==> config.mk <==
export PLATFORM = sky130hd
export DESIGN_NAME = dor_router
export DESIGN_NICKNAME = d
export VERILOG_FILES = /design/src/rtl/dor_pkg.sv /design/src/rtl/dor_router.sv
export SDC_FILE = /design/constraint.sdc
export NUM_CORES = 1
export LEC_CHECK = 0
export BUFFER_PORTS_ARGS = -buffer_cell sky130_fd_sc_hd__buf_4
export CAP_MARGIN = 20
export CORE_AREA = 8 8 244 246
export DETAILED_ROUTE_END_ITERATION = 16
export DIE_AREA = 0 0 252 254
export GPL_TIMING_DRIVEN = 0
export PLACE_DENSITY = 0.8
export SLEW_MARGIN = 20
export SYNTH_ARGS = -nofsm -noshare
export SYNTH_HDL_FRONTEND = slang
export SYNTH_SLANG_ARGS = --single-unit
==> constraint.sdc <==
create_clock -name aclk -period 3 [get_ports aclk]
set_input_delay 0.3 -clock aclk [delete_from_list [all_inputs] [get_ports aclk]]
set_output_delay 0.3 -clock aclk [all_outputs]
set_load 0.02 [all_outputs]
==> src/rtl/dor_pkg.sv <==
package dor_pkg;
	// Register byte addresses
	localparam logic [7:0] ADDR_UNUSED_CFG = 8'h00;
	localparam logic [7:0] ADDR_POLARITY = 8'h04;
	localparam logic [7:0] ADDR_MAN_EN = 8'h08;
	localparam logic [7:0] ADDR_MAN_VAL = 8'h0C;
	localparam logic [7:0] ADDR_COMPAT = 8'h10;
	localparam logic [7:0] ADDR_ROUTE_EN = 8'h14;
	localparam logic [7:0] ADDR_ROUTE0 = 8'h18;
	localparam logic [7:0] ADDR_CMD = 8'h2C;
	localparam logic [7:0] ADDR_PIN_STATE = 8'h30;
	localparam logic [7:0] ADDR_CMD_SUB = 8'h34;
	localparam int NROUTE = 5;
	// Routed line positions inside the 32-bit output vector
	localparam int BRAKE_BIT = 0;
	localparam int OUT1_BIT = 16;
	// Source codes
	localparam logic [7:0] SRC_ONE = 8'h00;
	localparam logic [7:0] SRC_ZERO = 8'h01;
	localparam logic [7:0] SRC_ENC_LO = 8'h02;
	localparam logic [7:0] SRC_ENC_HI = 8'h08;
	localparam logic [7:0] SRC_POS_LO = 8'h09;
	localparam logic [7:0] SRC_POS_HI = 8'h0F;
	localparam int INV_BIT = 7;
	// Reset values
	localparam logic [31:0] RST_WORD = 32'h0000_0000;
	localparam logic [15:0] RST_ROUTE = 16'h0100;
	localparam logic [1:0] RESP_OKAY = 2'b00;
	localparam logic [1:0] RESP_SLVERR = 2'b10;
	// Frequency limits and clock
	localparam int CLK_HZ = 40_000_000;
	localparam int FAST_HZ = 10_000;
	localparam int SLOW_HZ = 500;
	localparam int FAST_MIN_CYC = CLK_HZ / (2 * FAST_HZ);
	localparam int SLOW_MIN_CYC = CLK_HZ / (2 * SLOW_HZ);

	typedef struct packed {
		logic [5:0] enc;
		logic [5:0] pos;
		logic enc_p;
		logic pos_p;
	} dor_div_t;

	typedef struct packed {
		logic aw_done;
		logic w_done;
		logic [7:0] awaddr;
		logic [31:0] wdata;
		logic [3:0] wstrb;
		logic bvalid;
		logic [1:0] bresp;
		logic rvalid;
		logic [31:0] rdata;
		logic [1:0] rresp;
		logic [31:0] unused_cfg;
		logic [31:0] polarity;
		logic [31:0] man_en;
		logic [31:0] man_val;
		logic [31:0] compat;
		logic route_en;
		logic [NROUTE-1:0][15:0] route;
		logic [31:0] cmd;
		logic [31:0] cmd_sub;
		logic enc_s1;
		logic enc_s2;
		logic pos_s1;
		logic pos_s2;
		dor_div_t div;
		logic [NROUTE-1:0] rt_lvl;
		logic [NROUTE-1:0][15:0] hold_cnt;
		logic [31:0] level;
	} dor_state_t;
endpackage

==> src/rtl/dor_router.sv <==
`timescale 1ns/1ps

// Register map, one aligned 32-bit word per register:
//   0x00 unused configuration word, held for software only
//   0x04 polarity word, in normal mode a set bit inverts the commanded level of its line
//   0x08 manual enable word, in normal mode a set bit hands its line to the manual value
//   0x0C manual value word, the forced level of each line
//   0x10 compatibility word, held for software only
//   0x14 routing enable, bit 0 only
//   0x18 to 0x28 routing words: brake, then outputs one to four
//   0x2C output command word: brake at bit 0, output one at bit 16
//   0x30 present line levels, read only
//   0x34 command subword, the gate bits of routing mode
// Unmapped addresses answer with a slave error and writes to them are dropped.
//
// Register bus timing: a write answers two cycles after address and data are
// both taken, a read one cycle after its address; each answer stands until
// the master takes it. Only bit 0 of the routing enable word is stored, and
// only when its low byte lane is written.
//
// Routing word: the high byte picks the source, the low byte the gate bit.
//   0x00 constant one, 0x01 constant zero
//   0x02 to 0x08 encoder train divided by 1, 2, 4, 8, 16, 32, 64
//   0x09 to 0x0F position train divided by 1, 2, 4, 8, 16, 32, 64
//   anything higher is reserved and leaves the line off
// Gate bits 4:0 index the command subword; bit 7 turns the gate sense over.
//
// Routed lines hold each level for a minimum count of clock cycles, which caps
// the brake and outputs one and two at the fast rate and the others at the
// slow rate; a faster source is slowed, never passed through.
//
// Lines are open drain: a level of one releases a line to its pull-up and a
// level of zero turns its transistor on. No pin is sensed here, so a shorted
// or overloaded line is not reported to software.

module dor_router (
	input wire logic aclk,
	input wire logic aresetn,
	// Register bus
	input wire logic [7:0] s_axi_awaddr,
	input wire logic s_axi_awvalid,
	output logic s_axi_awready,
	input wire logic [31:0] s_axi_wdata,
	input wire logic [3:0] s_axi_wstrb,
	input wire logic s_axi_wvalid,
	output logic s_axi_wready,
	output logic [1:0] s_axi_bresp,
	output logic s_axi_bvalid,
	input wire logic s_axi_bready,
	input wire logic [7:0] s_axi_araddr,
	input wire logic s_axi_arvalid,
	output logic s_axi_arready,
	output logic [31:0] s_axi_rdata,
	output logic [1:0] s_axi_rresp,
	output logic s_axi_rvalid,
	input wire logic s_axi_rready,
	// Pulse trains, asynchronous to aclk
	input wire logic encoder_pulse,
	input wire logic position_pulse,
	// Line levels and open-drain enables
	output logic [31:0] out_drain_oe,
	output logic [31:0] out_level
);
	dor_pkg::dor_state_t st_r;
	dor_pkg::dor_state_t st_nxt;

	// Every output comes from the one state register. The ready signals are
	// decoded from it directly, so a request is taken at the first edge it is
	// offered unless its item is already held or an answer is still waiting.
	// This keeps one write and one read in flight, which is all the register
	// bus needs, and avoids any address or data buffer.
	// Open drain: a low level means the transistor is on and pulls the pin
	assign out_level = st_r.level;
	assign out_drain_oe = ~st_r.level;
	assign s_axi_awready = !st_r.aw_done && !st_r.bvalid;
	assign s_axi_wready = !st_r.w_done && !st_r.bvalid;
	assign s_axi_bvalid = st_r.bvalid;
	assign s_axi_bresp = st_r.bresp;
	assign s_axi_arready = !st_r.rvalid;
	assign s_axi_rvalid = st_r.rvalid;
	assign s_axi_rdata = st_r.rdata;
	assign s_axi_rresp = st_r.rresp;

	// Byte-lane merge for register writes
	// Only lanes whose strobe is set take new data; routing words are merged at
	// full width and then cut to their sixteen stored bits
	function automatic logic [31:0] merge(input logic [31:0] old, input logic [31:0] nw,
			input logic [3:0] be);
		logic [31:0] res;
		res = old;
		for (int i = 0; i < 4; i++) begin
			if (be[i]) begin
				res[8*i +: 8] = nw[8*i +: 8];
			end
		end
		return res;
	endfunction

	// Line position of each routed output
	// Brake on bit 0, output one on bit 16 and the rest on the bits above
	function automatic int line_of(input int k);
		int p;
		p = dor_pkg::BRAKE_BIT;
		if (k != 0) begin
			p = dor_pkg::OUT1_BIT + k - 1;
		end
		return p;
	endfunction

	// Shortest hold of one level on a routed line. The brake and outputs one and
	// two may toggle twenty times faster than outputs three and four; the slow
	// lines use the long count so their drivers are never asked for more.
	function automatic logic [15:0] min_hold(input int k);
		logic [15:0] c;
		c = 16'(dor_pkg::SLOW_MIN_CYC);
		if (k < 3) begin
			c = 16'(dor_pkg::FAST_MIN_CYC);
		end
		return c;
	endfunction

	// Pick a divided tap; index 0 is the undivided pulse train
	// Counter bit n toggles once every 2^n rising edges, so it is the train
	// divided by 2^(n+1); bit 5 gives the divide-by-64 output
	function automatic logic tap(input logic raw, input logic [5:0] cnt, input logic [2:0] sel);
		logic r;
		r = raw;
		if (sel != 3'd0) begin
			r = cnt[sel - 3'd1];
		end
		return r;
	endfunction

	// Source decode of one routing word; codes above the position range are
	// reserved and give a low level, so a stray value can never pulse a line
	function automatic logic source_level(input logic [7:0] src, input logic enc,
			input logic pos, input dor_pkg::dor_div_t dv);
		logic r;
		r = 1'b0;
		if (src == dor_pkg::SRC_ONE) begin
			r = 1'b1;
		end else if (src == dor_pkg::SRC_ZERO) begin
			r = 1'b0;
		end else if (src >= dor_pkg::SRC_ENC_LO && src <= dor_pkg::SRC_ENC_HI) begin
			r = tap(enc, dv.enc, 3'(src - dor_pkg::SRC_ENC_LO));
		end else if (src >= dor_pkg::SRC_POS_LO && src <= dor_pkg::SRC_POS_HI) begin
			r = tap(pos, dv.pos, 3'(src - dor_pkg::SRC_POS_LO));
		end else begin
			r = 1'b0;
		end
		return r;
	endfunction

	// Single combinational pass: every next-state field is derived here from the
	// registered state, the bus inputs and the pulse trains, so the register stage below stays
	// a plain copy and the reset values live in one place
	always_comb begin
		// Working values; the routing ones are reused for every line
		logic [31:0] cmd_lvl;
		logic [7:0] src;
		logic [7:0] gsel;
		logic gate;
		logic raw;
		logic want;
		logic [15:0] min_cyc;
		// Read answer and write merge in preparation
		logic [31:0] rv;
		logic [1:0] rr;
		logic [31:0] wr_word;
		logic enc_rise;
		logic pos_rise;
		cmd_lvl = '0;
		src = '0;
		gsel = '0;
		gate = 1'b0;
		raw = 1'b0;
		want = 1'b0;
		min_cyc = '0;
		rv = '0;
		rr = dor_pkg::RESP_OKAY;
		wr_word = '0;
		enc_rise = 1'b0;
		pos_rise = 1'b0;
		st_nxt = st_r;

		// Two-flop synchronisers for the pulse trains; edges seen on stage two
		// Only stage two feeds the edge detectors and the divide-by-one tap, so a
		// metastable first stage never reaches the counters; the price is a
		// latency of two cycles on every edge of the train
		st_nxt.enc_s1 = encoder_pulse;
		st_nxt.enc_s2 = st_r.enc_s1;
		st_nxt.pos_s1 = position_pulse;
		st_nxt.pos_s2 = st_r.pos_s1;
		st_nxt.div.enc_p = st_r.enc_s2;
		st_nxt.div.pos_p = st_r.pos_s2;
		enc_rise = st_r.enc_s2 && !st_r.div.enc_p;
		pos_rise = st_r.pos_s2 && !st_r.div.pos_p;
		// Synchronous binary counters: bit n is the train divided by 2^(n+1)
		// Counters run in both modes so a switch into routing finds them moving
		if (enc_rise) begin
			st_nxt.div.enc = st_r.div.enc + 6'd1;
		end
		if (pos_rise) begin
			st_nxt.div.pos = st_r.div.pos + 6'd1;
		end

		// Write channel: address and data taken in either order
		// The register update waits one cycle after both halves are held, so the
		// decode below reads registered address, data and strobes only; the
		// response is raised in the same cycle as the update
		if (s_axi_awvalid && s_axi_awready) begin
			st_nxt.aw_done = 1'b1;
			st_nxt.awaddr = s_axi_awaddr;
		end
		if (s_axi_wvalid && s_axi_wready) begin
			st_nxt.w_done = 1'b1;
			st_nxt.wdata = s_axi_wdata;
			st_nxt.wstrb = s_axi_wstrb;
		end
		if (st_r.aw_done && st_r.w_done) begin
			st_nxt.aw_done = 1'b0;
			st_nxt.w_done = 1'b0;
			st_nxt.bvalid = 1'b1;
			st_nxt.bresp = dor_pkg::RESP_OKAY;
			unique case (st_r.awaddr)
				dor_pkg::ADDR_UNUSED_CFG: st_nxt.unused_cfg = merge(st_r.unused_cfg,
					st_r.wdata, st_r.wstrb);
				dor_pkg::ADDR_POLARITY: st_nxt.polarity = merge(st_r.polarity,
					st_r.wdata, st_r.wstrb);
				dor_pkg::ADDR_MAN_EN: st_nxt.man_en = merge(st_r.man_en,
					st_r.wdata, st_r.wstrb);
				dor_pkg::ADDR_MAN_VAL: st_nxt.man_val = merge(st_r.man_val,
					st_r.wdata, st_r.wstrb);
				dor_pkg::ADDR_COMPAT: st_nxt.compat = merge(st_r.compat,
					st_r.wdata, st_r.wstrb);
				dor_pkg::ADDR_ROUTE_EN: begin
					if (st_r.wstrb[0]) begin
						st_nxt.route_en = st_r.wdata[0];
					end
				end
				dor_pkg::ADDR_CMD: st_nxt.cmd = merge(st_r.cmd, st_r.wdata, st_r.wstrb);
				dor_pkg::ADDR_CMD_SUB: st_nxt.cmd_sub = merge(st_r.cmd_sub,
					st_r.wdata, st_r.wstrb);
				default: begin
					// An address that matches no route word stays a slave error
					st_nxt.bresp = dor_pkg::RESP_SLVERR;
					for (int k = 0; k < dor_pkg::NROUTE; k++) begin
						if (st_r.awaddr == dor_pkg::ADDR_ROUTE0 + 8'(4 * k)) begin
							wr_word = merge({16'h0000, st_r.route[k]},
								st_r.wdata, st_r.wstrb);
							st_nxt.route[k] = wr_word[15:0];
							st_nxt.bresp = dor_pkg::RESP_OKAY;
						end
					end
				end
			endcase
		end
		// The response is dropped on the edge at which the master takes it
		if (st_r.bvalid && s_axi_bready) begin
			st_nxt.bvalid = 1'b0;
		end

		// Read channel: data registered one cycle after the address
		// A read of the level word returns the registered line levels, which
		// lag the registers by one cycle after a write in normal mode and by two or more in routing mode
		if (s_axi_arvalid && s_axi_arready) begin
			unique case (s_axi_araddr)
				dor_pkg::ADDR_UNUSED_CFG: rv = st_r.unused_cfg;
				dor_pkg::ADDR_POLARITY: rv = st_r.polarity;
				dor_pkg::ADDR_MAN_EN: rv = st_r.man_en;
				dor_pkg::ADDR_MAN_VAL: rv = st_r.man_val;
				dor_pkg::ADDR_COMPAT: rv = st_r.compat;
				dor_pkg::ADDR_ROUTE_EN: rv = {31'h0000_0000, st_r.route_en};
				dor_pkg::ADDR_CMD: rv = st_r.cmd;
				dor_pkg::ADDR_PIN_STATE: rv = st_r.level;
				dor_pkg::ADDR_CMD_SUB: rv = st_r.cmd_sub;
				default: begin
					rr = dor_pkg::RESP_SLVERR;
					for (int k = 0; k < dor_pkg::NROUTE; k++) begin
						if (s_axi_araddr == dor_pkg::ADDR_ROUTE0 + 8'(4 * k)) begin
							// Route words read back zero-extended
							rv = {16'h0000, st_r.route[k]};
							rr = dor_pkg::RESP_OKAY;
						end
					end
				end
			endcase
			st_nxt.rvalid = 1'b1;
			st_nxt.rdata = rv;
			st_nxt.rresp = rr;
		end else if (st_r.rvalid && s_axi_rready) begin
			// No new address is taken while the data waits, so nothing is lost here
			st_nxt.rvalid = 1'b0;
		end

		// Normal mode: per-bit polarity then per-bit manual override
		// Both steps are bitwise, so no configuration bit can reach another line;
		// manual override comes last and therefore also beats the polarity word
		cmd_lvl = st_r.cmd ^ st_r.polarity;
		cmd_lvl = (st_r.man_en & st_r.man_val) | (~st_r.man_en & cmd_lvl);

		if (st_r.route_en) begin
			// Routing mode: unrouted lines stay off, the config words are bypassed
			// Each routed line is a two-stage path: the wanted level first passes the
			// rate limiter into rt_lvl, then reaches the line one cycle later. The
			// limiter trades edge timing for a guaranteed maximum toggle rate.
			st_nxt.level = '0;
			for (int k = 0; k < dor_pkg::NROUTE; k++) begin
				src = st_r.route[k][15:8];
				gsel = st_r.route[k][7:0];
				gate = st_r.cmd_sub[gsel[4:0]] ^ gsel[dor_pkg::INV_BIT];
				raw = source_level(src, st_r.enc_s2, st_r.pos_s2, st_r.div);
				want = gate && raw;
				// Rate limit: a line holds each level for its minimum half period
				// hold_cnt saturates instead of wrapping, so a line idle for a long
				// time may change at once when its source next moves
				min_cyc = min_hold(k);
				if (want != st_r.rt_lvl[k] && st_r.hold_cnt[k] >= min_cyc) begin
					st_nxt.rt_lvl[k] = want;
					st_nxt.hold_cnt[k] = 16'h0001;
				end else if (st_r.hold_cnt[k] != 16'hFFFF) begin
					st_nxt.hold_cnt[k] = st_r.hold_cnt[k] + 16'h0001;
				end
				st_nxt.level[line_of(k)] = st_r.rt_lvl[k];
			end
		end else begin
			// Leaving routing mode re-arms the limiters so a later entry starts free
			st_nxt.level = cmd_lvl;
			st_nxt.rt_lvl = '0;
			st_nxt.hold_cnt = '1;
		end
	end

	// All state registered in one place; synchronous active-low reset
	// Reset leaves every line at level zero, with the transistors on, until
	// software has written its configuration; routing words start as constant zero
	always_ff @(posedge aclk) begin
		if (!aresetn) begin
			st_r <= '0;
			st_r.unused_cfg <= dor_pkg::RST_WORD;
			st_r.polarity <= dor_pkg::RST_WORD;
			st_r.man_en <= dor_pkg::RST_WORD;
			st_r.man_val <= dor_pkg::RST_WORD;
			st_r.route <= {dor_pkg::NROUTE{dor_pkg::RST_ROUTE}};
			st_r.hold_cnt <= '1;
		end else begin
			st_r <= st_nxt;
		end
	end
endmodule

==> metrics list <==
- In this run, synthesis inferred 0 flip-flops with an integrated enable.
- In this run the power density over the cells is ~470 nW/um^2.
* Total setup violations reported at the end of the flow: 2
- Final design area excluding fillers: approximately 32,000 sq um
* Netlist area before placement: 27,040 sq um
- Crit Reg-Reg Startpoint: st_r[223]
- Once placement finished, the instance area stood at about 30,000 sq um.
- Most instantiated cells after synthesis: dfxtp_1 (522), nand2_1 (336), mux2i_1 (230)
- Commonest register cell after synthesis: dfxtp_1
- The first global-routing pass estimated approximately 140 mm of wire.
* Yosys synthesis warning count: 0
- The longest clock path from root to sink contains 3 buffers.
- The number of cells on the worst reg-to-reg path is 10.
* Worst-case hold path end point: st_r[489]
- Residual DRC: 0
- Slew headroom: 0.2615
- STA puts the critical path data arrival time at around 3.6 ns.
* Period utilization: 1.006
* Worst VDD drop: between 0.4 and 0.5 mV
- Detailed Route Iter0 Violations: 3,266
* Fraction of registers with async set/reset: 0
- The worst register-to-register path ends at st_r[59].
- At the pin with the least slew margin, the transition time is around 1.1 ns.
- Setup slack at placement: -0.8060 ns
- The die covers 64,010 sq um.
- # placed instances: 3,987
* Register-to-Register Setup Slack: around 0.01 ns
* Count of pins on the block boundary: 166
* Drt first pass iters: 9
- Htree depth: 2
- Wire length reported by the detailed router: between 90 and 100 mm
- Worst path required time: 3.59 ns
- In this run the standard cell core region covers 55,730 sq um.
* Hold Fails Final Rpt: 0
- Post-route minimum period: 3.018 ns
* Max capacitance violation total: 0
- The final reports fail on setup timing.
- Number of antenna violations at the first check in global routing: 6
* Largest driver fanout on the critical path: 10
* Dominant cell by count in the synthesized netlist: dfxtp_1
- Sum of negative setup slack: -0.02244 ns
* Wire length per cell after detailed routing: 23.30 microns
- Global routing usage summed across all routing layers: 0.2858
- The startpoint identified for the worst hold timing path is s_axi_wdata[7].
- Layout-stage area growth over the synthesis result: 18.43%
- Via/cell ratio: 6.123
* Clock-pin transition on the worst setup and hold timing paths: roughly 0.070 ns
- NumNets Final: 3,463
- Largest net degree at the start of global routing: 17
* Number of rows created at floorplan: 87
* Avg Synthesized Cell Area: around 8.8 sq um
* Number of instances in the synthesized netlist: 3,068
* Status: complete, but fails checks
- Static timing analysis puts the maximum clock frequency at 331.4 MHz.
- Setup repair after global routing could not meet its margin everywhere.
- Summing all flip-flop and latch instances after layout gives 10,470 sq um.
- Clock root buffer master: clkbuf_16
- Crit end category: flop
- Initial cell density of the core: 0.4852
- CTS tree: built
- The later pin in the worst-skew pair is clocked with a latency of 0.67 ns.
- The count of cells in the finished layout, fillers not included, comes to 4,155.
- Share of the core filled with cells: 0.5746
- CTS Buf Count: 53
- Sinks on Clock Net: 522
* Count of unique library cells instantiated by Yosys: 78
- Post-synthesis sequential area ratio: 0.3865
* Number of max-slew violations in the final report: 0
- Detailed routing inserted a total of 25,440 vias.
* Worst hold stages: 3
- Setup ws final: -0.01784 ns
- Overall power consumption after layout is estimated at 15.08 mW.
- Via count of the first global-routing pass: between 20,000 and 25,000
- Number of fillers in the final layout: 4,878
* Hold Worst Slack: between 0.03 and 0.04 ns
- The path class of the tightest hold or removal check is in2reg.
* Category of the most critical setup path: in2reg
* Fin Clk Skew: roughly 0.077 ns
- Kind of start point of the critical path: primary input
- In this run the horizontal extent of the chip is 252 microns.
* Input/output buffers: around 160
- Final ANT Viol Nets: 0
- The die is 254 microns tall.
* Yosys top cell area share: 0.3865
- Share of post-route cells with drive strength above 1: 0.1387
* Global placement routability congestion: 1.041
- Area used by multi-input combinational logic: 15,170 sq um
- Detailed placement finished with a half-perimeter wire length of 69.06 mm.
- In this run the static leakage power is 12.76 nW.
- In the post-synthesis netlist, the biggest area contributors are dfxtp_1 (39%), mux2i_1 (8.5%), nor2b_1 (4.9%).
* Cell type with the highest aggregate area in the netlist: dfxtp_1
- Total global routing overflow: 0
- Synth Register Bits: 522
==> worst max path at each step <==
stage | end | startpoint | slack (ns) | depth (start not counted)
after floorplan | st_r[41] | st_r[207] | 0.02 | 11
after global placement | s_axi_rdata[7] | s_axi_araddr[3] | -0.82 | 9
after detailed placement | s_axi_rdata[7] | s_axi_araddr[3] | -0.81 | 9
after CTS | st_r[80] | st_r[255] | -0.005 | 10
after global routing | st_r[59] | st_r[223] | -0.07 | 12
final | s_axi_rdata[29] | s_axi_araddr[3] | -0.02 | 8
==> critical path, stage by stage <==
cell	delay [ns]
clkbuf_1	0.18
or4b_2	0.74
nor2_1	0.54
clkbuf_1	0.61
buf_2	0.49
buf_2	0.37
a222oi_1	0.16
a31oi_1	0.20
==> final cells by class <==
type	count	share of cell area
flip-flops and latches	522	0.3268
plain buffers	271	0.04282
inverters	84	0.01031
well taps	756	0.02954
diodes	4	0.0003125
multi-input cells	2189	0.4737
clock buffers	77	0.04735
clock inverters	18	0.009884
repair buffers	234	0.05931
==> placed cells by master, fill, tap and decap left out, types with 52 or more instances in the layout <==
master     netlist  layout
nand3_1        191     191
nor2_1         147     146
a21oi_1        125     124
xnor2_1         73      71
clkbuf_16        0      54
buf_4           69     254
clkbuf_1       192     193
nand2_1        336     336
mux2i_1        230     229
a21boi_0       169     169
nor2b_1        213     212
a22oi_1         85      85
o21ai_0         53      52
inv_1           84      79
dfxtp_1        522     515
==> flip-flops by register name (all words and copies together), names as in the netlist <==
signal,flops
out_level,32
s_axi_rdata,32
s_axi_bresp,1
s_axi_rvalid,1
s_axi_bvalid,1
s_axi_rresp,1
st_r,450
st_nxt,4
==> cells by family after synthesis <==
family / count (synthesis) / synth area share
multiplexers: 284 / 0.1222
buffers and inverters: 359 / 0.06066
XOR/XNOR: 108 / 0.03549
AND/OR/NAND/NOR: 1105 / 0.2047
adder cells (fa/ha/maj): 47 / 0.02175
AO/OA/AOI/OAI: 642 / 0.1687
other: 1 / 0.0001387
flip-flops: 522 / 0.3865
==> repair_timing <==
action / in CTS / in global routing
hold buffers: 47 / 0
hold endpoints to repair: 46 / 0
setup buffers: 4 / 18
resized for setup: 35 / 50
setup endpoints to repair: 94 / 113
gates cloned: 2 / 2
pin swaps: 5 / 14
==> where the power goes <==
| part | switching (mW) | internal [mW] |
|---|---|---|
| Combinational | 0.628 | 0.341 |
| Clock | 2.98 | 4.05 |
| Sequential | 0.0810 | 7.00 |
==> layer usage <==
layer,up-vias,wire [microns],track usage
li1,11430,-,-
met1,11990,35560,0.3447
met2,1620,42550,0.4471
met3,401,11520,0.07065
met4,6,7121,0.1967
met5,-,43,0
Power figures use the tool's default switching activity.
